--- src/rail_status_pkg.sv ---
package rail_status_pkg;

  localparam int RAIL_COUNT = 14;
  localparam int SYNC_W = RAIL_COUNT * 2 + 2;

  // Rail positions in the status vectors; the low eight form the low registers.
  localparam int RAIL_BUCK1 = 0;
  localparam int RAIL_BUCK6 = 5;
  localparam int RAIL_SWA1 = 6;
  localparam int RAIL_LDOA2 = 7;
  localparam int RAIL_LDOA3 = 8;
  localparam int RAIL_SWB1 = 9;
  localparam int RAIL_SWB2 = 10;
  localparam int RAIL_TERM = 11;
  localparam int RAIL_LDOA1 = 12;
  localparam int RAIL_LDO5 = 13;
  localparam int HI_BASE = 8;
  localparam int PG_HI_W = 6;
  localparam int FLT_HI_W = 5;

  localparam logic [7:0] OFS_PG_LO = 8'hB0;
  localparam logic [7:0] OFS_PG_HI = 8'hB1;
  localparam logic [7:0] OFS_FLT_LO = 8'hB2;
  localparam logic [7:0] OFS_FLT_HI = 8'hB3;
  localparam logic [7:0] REG_RESET = 8'h00;
  localparam logic [7:0] UNMAPPED_RD = 8'h00;

  // Serial target address; the value is arbitrary.
  localparam logic [6:0] DEV_ADDR = 7'h5E;
  localparam logic [3:0] BYTE_BITS = 4'h8;
  localparam logic [3:0] LAST_BIT = 4'h7;

  typedef enum logic [8:0] {
    ST_IDLE = 9'h001,
    ST_ADDR = 9'h002,
    ST_ACK_A = 9'h004,
    ST_PTR = 9'h008,
    ST_ACK_P = 9'h010,
    ST_WR = 9'h020,
    ST_ACK_W = 9'h040,
    ST_TX = 9'h080,
    ST_MACK = 9'h100
  } serial_state_t;

  typedef struct packed {
    serial_state_t st;
    logic scl_q;
    logic sda_q;
    logic [3:0] cnt;
    logic [7:0] sh;
    logic [7:0] tx;
    logic [7:0] ptr;
    logic rw;
    logic oe;
    logic lvl;
    logic [RAIL_COUNT-1:0] pg;
    logic [7:0] flt_lo;
    logic [FLT_HI_W-1:0] flt_hi;
  } bank_state_t;

  typedef struct packed {
    logic [SYNC_W-1:0] s1;
    logic [SYNC_W-1:0] s2;
  } sync_state_t;

endpackage : rail_status_pkg

--- src/rail_status_if.sv ---
`timescale 1ns/1ps
interface rail_status_if;
  import rail_status_pkg::*;
  logic [RAIL_COUNT-1:0] ok;
  logic [RAIL_COUNT-1:0] lost;
  logic scl;
  logic sda;
  modport sync (output ok, output lost, output scl, output sda);
  modport bank (input ok, input lost, input scl, input sda);
endinterface : rail_status_if

--- src/rail_power_status_flags.sv ---
`timescale 1ns/1ps
module rail_power_status_flags
  import rail_status_pkg::*;
(
  input wire logic clk_sys_i,
  input wire logic nrst_i,
  input wire logic ce_i,
  input wire logic [RAIL_COUNT-1:0] rail_in_regulation_flag_i,
  input wire logic [RAIL_COUNT-1:0] rail_regulation_lost_flag_i,
  input wire logic scl_i,
  input wire logic sda_i,
  output logic sda_o,
  output logic sda_oe_o
);
  rail_status_if bus ();
  bank_state_t r;
  bank_state_t n;
  logic rise;
  logic fall;
  logic start_c;
  logic stop_c;
  logic load_tx;
  logic wr_en;
  logic [7:0] rd_data;
  logic [7:0] clr_lo;
  logic [FLT_HI_W-1:0] clr_hi;

  rail_input_sync u_sync (
    .clk_sys_i(clk_sys_i),
    .nrst_i(nrst_i),
    .ce_i(ce_i),
    .ok_raw_i(rail_in_regulation_flag_i),
    .lost_raw_i(rail_regulation_lost_flag_i),
    .scl_raw_i(scl_i),
    .sda_raw_i(sda_i),
    .out(bus.sync)
  );

  assign rise = bus.scl & ~r.scl_q;
  assign fall = ~bus.scl & r.scl_q;
  assign start_c = bus.scl & r.scl_q & r.sda_q & ~bus.sda;
  assign stop_c = bus.scl & r.scl_q & ~r.sda_q & bus.sda;

  // Register read map; unmapped offsets read as zero.
  assign rd_data =
    (r.ptr == OFS_PG_LO) ? r.pg[7:0] :
    (r.ptr == OFS_PG_HI) ? {2'h0, r.pg[RAIL_COUNT-1:HI_BASE]} :
    (r.ptr == OFS_FLT_LO) ? r.flt_lo :
    (r.ptr == OFS_FLT_HI) ? {3'h0, r.flt_hi} :
    UNMAPPED_RD;

  always_comb begin
    n = r;
    load_tx = 1'b0;
    wr_en = 1'b0;
    clr_lo = '0;
    clr_hi = '0;
    n.scl_q = bus.scl;
    n.sda_q = bus.sda;
    n.lvl = 1'b0;
    n.pg = bus.ok;
    case (r.st)
      ST_IDLE: begin
        n.oe = 1'b0;
      end
      ST_ADDR, ST_PTR, ST_WR: begin
        if (rise) begin
          n.sh = {r.sh[6:0], bus.sda};
          n.cnt = r.cnt + 4'h1;
        end else if (fall && r.cnt == BYTE_BITS) begin
          n.oe = 1'b1;
          if (r.st == ST_ADDR) begin
            n.rw = r.sh[0];
            n.st = ST_ACK_A;
            if (r.sh[7:1] != DEV_ADDR) begin
              n.oe = 1'b0;
              n.st = ST_IDLE;
            end
          end else if (r.st == ST_PTR) begin
            n.ptr = r.sh;
            n.st = ST_ACK_P;
          end else begin
            wr_en = 1'b1;
            n.ptr = r.ptr + 8'h01;
            n.st = ST_ACK_W;
          end
        end
      end
      ST_ACK_A, ST_ACK_P, ST_ACK_W: begin
        if (fall) begin
          n.cnt = '0;
          n.oe = 1'b0;
          n.st = ST_WR;
          if (r.st == ST_ACK_A) begin
            n.st = ST_PTR;
          end
          if (r.st == ST_ACK_A && r.rw) begin
            load_tx = 1'b1;
          end
        end
      end
      ST_TX: begin
        if (fall) begin
          if (r.cnt == LAST_BIT) begin
            n.oe = 1'b0;
            n.st = ST_MACK;
          end else begin
            n.cnt = r.cnt + 4'h1;
            n.tx = {r.tx[6:0], 1'b0};
            n.oe = ~r.tx[6];
          end
        end
      end
      ST_MACK: begin
        if (rise && bus.sda) begin
          n.st = ST_IDLE;
        end else if (fall) begin
          load_tx = 1'b1;
        end
      end
      default: begin
        n.st = ST_IDLE;
        n.oe = 1'b0;
      end
    endcase
    if (load_tx) begin
      n.tx = rd_data;
      n.ptr = r.ptr + 8'h01;
      n.cnt = '0;
      n.oe = ~rd_data[7];
      n.st = ST_TX;
    end
    // Only ones written to fault registers clear; all else is ignored.
    if (wr_en && r.ptr == OFS_FLT_LO) begin
      clr_lo = r.sh;
    end
    if (wr_en && r.ptr == OFS_FLT_HI) begin
      clr_hi = r.sh[FLT_HI_W-1:0];
    end
    // A new loss of regulation wins over a clear in the same cycle.
    n.flt_lo = (r.flt_lo & ~clr_lo) | bus.lost[7:0];
    n.flt_hi = (r.flt_hi & ~clr_hi)
      | bus.lost[HI_BASE+FLT_HI_W-1:HI_BASE];
    if (start_c) begin
      n.st = ST_ADDR;
      n.cnt = '0;
      n.oe = 1'b0;
    end else if (stop_c) begin
      n.st = ST_IDLE;
      n.oe = 1'b0;
    end
  end

  always_ff @(posedge clk_sys_i) begin
    if (!nrst_i) begin
      r <= '{st: ST_IDLE, default: '0};
    end else if (ce_i) begin
      r <= n;
    end
  end

  assign sda_o = r.lvl;
  assign sda_oe_o = r.oe;
endmodule : rail_power_status_flags

--- src/rail_input_sync.sv ---
`timescale 1ns/1ps
module rail_input_sync
  import rail_status_pkg::*;
(
  input wire logic clk_sys_i,
  input wire logic nrst_i,
  input wire logic ce_i,
  input wire logic [RAIL_COUNT-1:0] ok_raw_i,
  input wire logic [RAIL_COUNT-1:0] lost_raw_i,
  input wire logic scl_raw_i,
  input wire logic sda_raw_i,
  rail_status_if.sync out
);
  sync_state_t r;
  sync_state_t n;
  logic [SYNC_W-1:0] raw;

  assign raw = {sda_raw_i, scl_raw_i, lost_raw_i, ok_raw_i};

  // Each bit passes two flops; only the second one is read.
  always_comb begin
    n = r;
    for (int i = 0; i < SYNC_W; i++) begin
      n.s1[i] = raw[i];
      n.s2[i] = r.s1[i];
    end
  end

  always_ff @(posedge clk_sys_i) begin
    if (!nrst_i) begin
      r <= '0;
    end else if (ce_i) begin
      r <= n;
    end
  end

  assign out.ok = r.s2[RAIL_COUNT-1:0];
  assign out.lost = r.s2[2*RAIL_COUNT-1:RAIL_COUNT];
  assign out.scl = r.s2[SYNC_W-2];
  assign out.sda = r.s2[SYNC_W-1];

endmodule : rail_input_sync

--- config.mk ---
export PLATFORM = sky130hd
export DESIGN_NAME = rail_power_status_flags
export DESIGN_NICKNAME = d
export VERILOG_FILES = /design/src/rail_status_pkg.sv /design/src/rail_status_if.sv /design/src/rail_power_status_flags.sv /design/src/rail_input_sync.sv
export SDC_FILE = /design/constraint.sdc
export NUM_CORES = 1
export LEC_CHECK = 0
export ABC_AREA = 1
export BUFFER_PORTS_ARGS = -buffer_cell sky130_fd_sc_hd__buf_2
export CELL_PAD_IN_SITES_DETAIL_PLACEMENT = 0
export CELL_PAD_IN_SITES_GLOBAL_PLACEMENT = 1
export CORE_MARGIN = 1.5
export CORE_UTILIZATION = 30
export CTS_CLUSTER_SIZE = 25
export DETAILED_ROUTE_END_ITERATION = 8
export PLACE_DENSITY_LB_ADDON = 0.1
export SETUP_SLACK_MARGIN = 0.2
export SYNTH_ARGS = -nofsm -noshare
export SYNTH_HDL_FRONTEND = slang
export SYNTH_SLANG_ARGS = --single-unit
--- constraint.sdc ---
create_clock -name clk_sys_i -period 3.3 [get_ports clk_sys_i]
set_input_delay 0.33 -clock clk_sys_i [delete_from_list [all_inputs] [get_ports clk_sys_i]]
set_output_delay 0.33 -clock clk_sys_i [all_outputs]
set_load 0.01 [all_outputs]
After elaboration in Yosys (flattened, before gate mapping) --
Index checks and enable logic that the tools add are counted. W data, S select, Z words.
Storage, ports and cells: word-level logic and storage cells 141, flip-flop bits (word level) 127, output and inout bits 2, bits of input ports 33
Cells by class: mux-type cells 55, eq/ne operators 31, reduce and logical (&&, ||, !) cells 19, $add $sub $neg 2, bitwise gates (word level) 20
Operators with widths (count):
- $mux W9 | 11
- $mux W8 | 6
- $pmux W9 S5 | 1
- $eq A8 B8 Y1 const B | 4
- $ne A5 B5 Y1 const B | 6
- $mux W7 | 4
- $ne A4 B4 Y1 const B | 6
- $mux W10 | 2
- $mux W4 | 5
- $mux W1 | 16
- $mux W15 | 1
- $mux W12 | 1
- $pmux W4 S3 | 1
- $reduce_and A6 Y1 | 2
- $mux W5 | 2
- $reduce_and A5 Y1 | 2
- $eq A9 B1 Y1 const B | 1
- $eq A9 B2 Y1 const B | 1
- $eq A9 B3 Y1 const B | 1
- $eq A9 B4 Y1 const B | 1
- $eq A9 B5 Y1 const B | 1
- $eq A9 B6 Y1 const B | 1
- $eq A9 B7 Y1 const B | 1
- $eq A9 B8 Y1 const B | 1
- 28 further kinds | 49

Logic depth before layout (Yosys ltp) --
depth after elaboration 11, mapped depth 14, mapped depth without buffers 14

Modules after synthesis --
From an unflattened synthesis, not the netlist that was laid out.
Unflattened totals: cells, all modules 946, area, all modules 6177.2 sq um
By module, submodules not included:
- rail_power_status_flags | area each 3742.3 sq um, cells each 566, instances 1, sequential area each 1341.3 sq um
- rail_input_sync | area each 2434.8 sq um, cells each 380, instances 1, sequential area each 1201.2 sq um

Least setup slack after synthesis --
Ideal clock, no wire load.
path type register -> register, start register r[64] (netlist bit), end register r[47] (netlist bit), clock period less this slack 1.587 ns, buffers on the path 1, arrival 1.459 ns, library setup time 0.128 ns, setup slack 1.713 ns, stages on the path, launching flop included 12, data required time 3.172 ns, cell sequence dfxtp_1 nor2_2 nand2_2 nor2_1 nand2_4 nand3_4 nand2_1 inv_1 nand2_2 buf_6 a21oi_1 nor2_1
On the way: word-level cells in the longest chain between the ends 3
RTL lines:
- from (decl) | RTL line rail_power_status_flags.sv:16 | bank_state_t r;
- from (signal assigned) | RTL line rail_power_status_flags.sv:158 | r <= n;
- $eq A9 B2 Y1 (tied with other cells) | RTL line rail_power_status_flags.sv:62 | case (r.st)
- $reduce_or A3 Y1 (*) | RTL line rail_power_status_flags.sv:62
- $reduce_and A3 Y1 (no source line) (*)
Mark *: on every way between the ends. The rest lies on a longest branch, timed or not. A chain may end at the register's enable or synchronous reset.

Worst setup path after layout --
start register r[67] (netlist bit), end register r[62] (netlist bit)
On the way: word-level cells in the longest chain between the ends 8
RTL lines:
- $eq A9 B2 Y1 / $eq A9 B3 Y1 (equally long branches) | RTL line rail_power_status_flags.sv:62, rail_power_status_flags.sv:72, rail_power_status_flags.sv:97
- $mux W9 / $logic_and A1 B1 Y1 (equally long branches) | RTL line rail_power_status_flags.sv:72, rail_power_status_flags.sv:97
- $mux W9 / $mux W1 (equally long branches) | RTL line rail_power_status_flags.sv:70, rail_power_status_flags.sv:97
- $mux W9 / $mux W1 (equally long branches) | RTL line rail_power_status_flags.sv:67, rail_power_status_flags.sv:90
- $pmux W9 S5 / $pmux W1 S2 (equally long branches) | RTL line rail_power_status_flags.sv:62
- $mux W9 | RTL line rail_power_status_flags.sv:126 | if (load_tx) begin
- $mux W9 | RTL line rail_power_status_flags.sv:148 | end else if (stop_c) begin
- $mux W9 | RTL line rail_power_status_flags.sv:144 | if (start_c) begin
Several ways; a longest one is shown, not always the timed one. The select of a mux whose other input is x is not followed.

==> flow_summary.json <==
{
  "avgSynthCellArea_um2": 6.906,
  "synth_area_um2": 5781,
  "cts_setup_buffers": 0,
  "cp_common_cell": "nand2_1",
  "crit_buf_inv": 1,
  "power_density_nw_per_um2": 633.7,
  "diodes": 0,
  "period_needed_ns": 2.125,
  "synth_edf_count": 0,
  "cp_slowest_cell": "dfxtp_1",
  "firstDrtPassIters": 5,
  "cts_hold_buf": 0,
  "fin_crit_sh_pct": 64.40,
  "grt_usage_pct": 15.88,
  "hold_viol_final": 0,
  "antenna_found_initial": 0,
  "fin_skew_ns": 0.008413,
  "grt_pass1_wl_um": 25230,
  "layout_common_cells": "210 x nor2_1, 125 x dfxtp_1, 115 x o21ai_0",
  "dieArea_um2": 20110,
  "finalMaxSlewViolations": 0,
  "maxSlewHeadroom_pct": 36.48,
  "p_leak_nw": 2.899,
  "dp_hpwl_um": 10260,
  "coreArea_um2": 18830,
  "synth_cell_type_count": 40,
  "drive_gt1_share_pct": 11.42,
  "critical_path.cell_chain": "nor2_1, nand2_2, nor2_2, nand3_1, nand2_1, nand2_1, nand2_2, inv_2, nand2_4, nand2_4, nand2_1, nand2_1, nor2_1",
  "utilization_pct": 35.75,
  "synth_flop_cell": "dfxtp_1",
  "htreeDepth": 4,
  "crit_path_end_kind": "flop",
  "wl_um": 15070,
  "cp_slowest_stage_delay_ns": 0.33,
  "crit_path_max_fanout": 11,
  "worst_hold_path_type": "in -> reg",
  "worst_pin_slew_ns": 0.9517,
  "start_util_pct": 30.70,
  "required_ns": 3.64,
  "grt_max_degree": 103,
  "rows": 50,
  "setup_viol": 0,
  "io_pins": 35,
  "final_common_cell": "nor2_1",
  "max_freq_ghz": 0.4706,
  "met2_length_um": 6741,
  "synth_warnings": 0,
  "first_iter_violations": 308,
  "clk_pin_slew_ns": 0.06,
  "synth_cells": 837,
  "crit_path_start_kind": "flop",
  "critPathTopFamily": "simple AND/OR/NAND/NOR gates",
  "nFillCells": 2037,
  "dr_wl_met3_um": 431,
  "fp.dieW_um": 141.8,
  "rsz0062_at_grt": "false",
  "crit_type": "reg -> reg",
  "synthArstFlopShare_pct": 0,
  "ys_ff_latch": 125,
  "ant_nets": 0,
  "routed.top_layer": "met4",
  "routed_via_density": 4.663,
  "drt-met1-wl_um": 7599,
  "ir_drop_mv": 0.3480,
  "status": "finished clean",
  "drc_errors": 0,
  "vias": 5255,
  "cts_buffers": 17,
  "clock_path_buffers": 2,
  "syn_nets": 876,
  "place.gp.congestion": 0.8428,
  "final.setup.tns_ns": 0,
  "cts_root_buf": "clkbuf_16",
  "port_buffers": 32,
  "die_h_um": 141.8,
  "fin_nets": 895,
  "cts_resized": 0,
  "crit_arrival_ns": 2.47,
  "ys_seq_area_share_pct": 43.29,
  "wl_per_cell_um": 13.37,
  "globalRouteOverflowTotal": 0,
  "syn_to_final_growth_pct": 16.45,
  "cts_sinks": 125,
  "tritoncts": "built",
  "grt_pass1_vias": 5045,
  "clk_latency_ns": 0.41,
  "drv_cap": 0
}
cells in the mapped netlist, types with 2 or more instances:
| cell | instances | area, µm² |
|---|---|---|
| xor2_1 | 4 | 35.03 |
| a21oi_1 | 46 | 230.2 |
| inv_1 | 63 | 236.5 |
| mux2i_1 | 2 | 20.02 |
| o211ai_1 | 2 | 15.01 |
| nand3_1 | 44 | 220.2 |
| nor2_4 | 2 | 22.52 |
| o21a_1 | 2 | 15.01 |
| buf_2 | 2 | 10.01 |
| nand3_2 | 3 | 30.03 |
| nand2_1 | 110 | 412.9 |
| nor3_1 | 4 | 20.02 |
| buf_1 | 2 | 7.510 |
| nand2_4 | 4 | 45.04 |
| inv_2 | 6 | 22.52 |
| ha_1 | 6 | 75.07 |
| o21ai_0 | 115 | 575.6 |
| nor2_1 | 210 | 788.3 |
| nand2_2 | 8 | 50.05 |
| o31ai_1 | 3 | 22.52 |
| dfxtp_1 | 125 | 2502 |
| buf_6 | 2 | 22.52 |
| clkbuf_1 | 30 | 112.6 |
| nor2_2 | 5 | 31.28 |
| nand4_1 | 22 | 137.6 |
cells by family after synthesis:
logic type	Yosys count	share of synthesized area [%]
fa+ha+maj	6	1.299
mux	2	0.3463
compound gates	174	15.65
flops	125	43.29
buf+inv	107	7.316
other cells	1	0.06487
xor+xnor	5	0.7575
simple gates	417	31.28
final timing paths:
kind	start	to	slack, ns	cells past startpoint
hold reg to reg	u_sync.out.lost[5]$_SDFFE_PN0P_	r[10]$_SDFFE_PN0P_	0.47	2
setup / recovery	r[67]$_SDFFE_PN0P_	r[62]$_SDFFE_PN0P_	1.17	13
setup reg to reg	r[67]$_SDFFE_PN0P_	r[62]$_SDFFE_PN0P_	1.17	13
hold / removal	rail_in_regulation_flag_i[4]	u_sync.n[4]$_SDFFE_PN0P_	0.14	3
per-stage QoR:
stage	instances	hold WS, ns	worst slack [ns]	cell area, µm²	power, mW
finish	1127	0.1360	1.175	6731	4.266
detailed placement	1097	0.4594	1.171	6143	2.428
CTS	1127	0.1181	1.172	6731	4.334
global route	1127	0.1347	0.8944	6731	4.510
global placement	1097	0.4555	1.166	6143	2.422
floorplan	837	0.4341	1.713	5781	2.260
power breakdown:
group          leakage, nW  total (mW)  switching, mW  internal, mW
sequential            1.03        1.72         0.0867          1.63
clock                0.282        1.87          0.674          1.20
combinational         1.59       0.676          0.455         0.221
per-layer routing:
layer,up-vias,global-route usage [%]
li1,2761,-
met1,2395,21.18
met2,81,25.39
met3,18,2.734
met4,0,6.565
met5,-,0
layout make-up:
class                           instances  area, µm²  share of cell area, %
Clock inverter                         10      141.4                  2.100
Clock buffer                           20      446.7                  6.636
Inverter                               70      262.8                  3.903
Timing Repair Buffer                   37      197.7                  2.937
Tap cell                              260      325.3                  4.833
Sequential cell                       125       2502                  37.17
Multi-Input combinational cell        605       2855                  42.42
worst register-to-register path: cells and delay by family, from the launching register on:
| family | cells | cell delay (ns) |
|---|---|---|
| buffers and inverters | 1 | 0.08 |
| flip-flops | 1 | 0.33 |
| AND/OR/NAND/NOR | 12 | 1.64 |
registers in the layout (all words and copies together), names as in the netlist:
name / flops
r: 66
sda_oe_o: 1
u_sync.n: 29
u_sync.out.lost: 13
u_sync.out.ok: 14
u_sync.out.scl: 1
u_sync.out.sda: 1
Note: power is estimated with default switching activity, not from simulation.
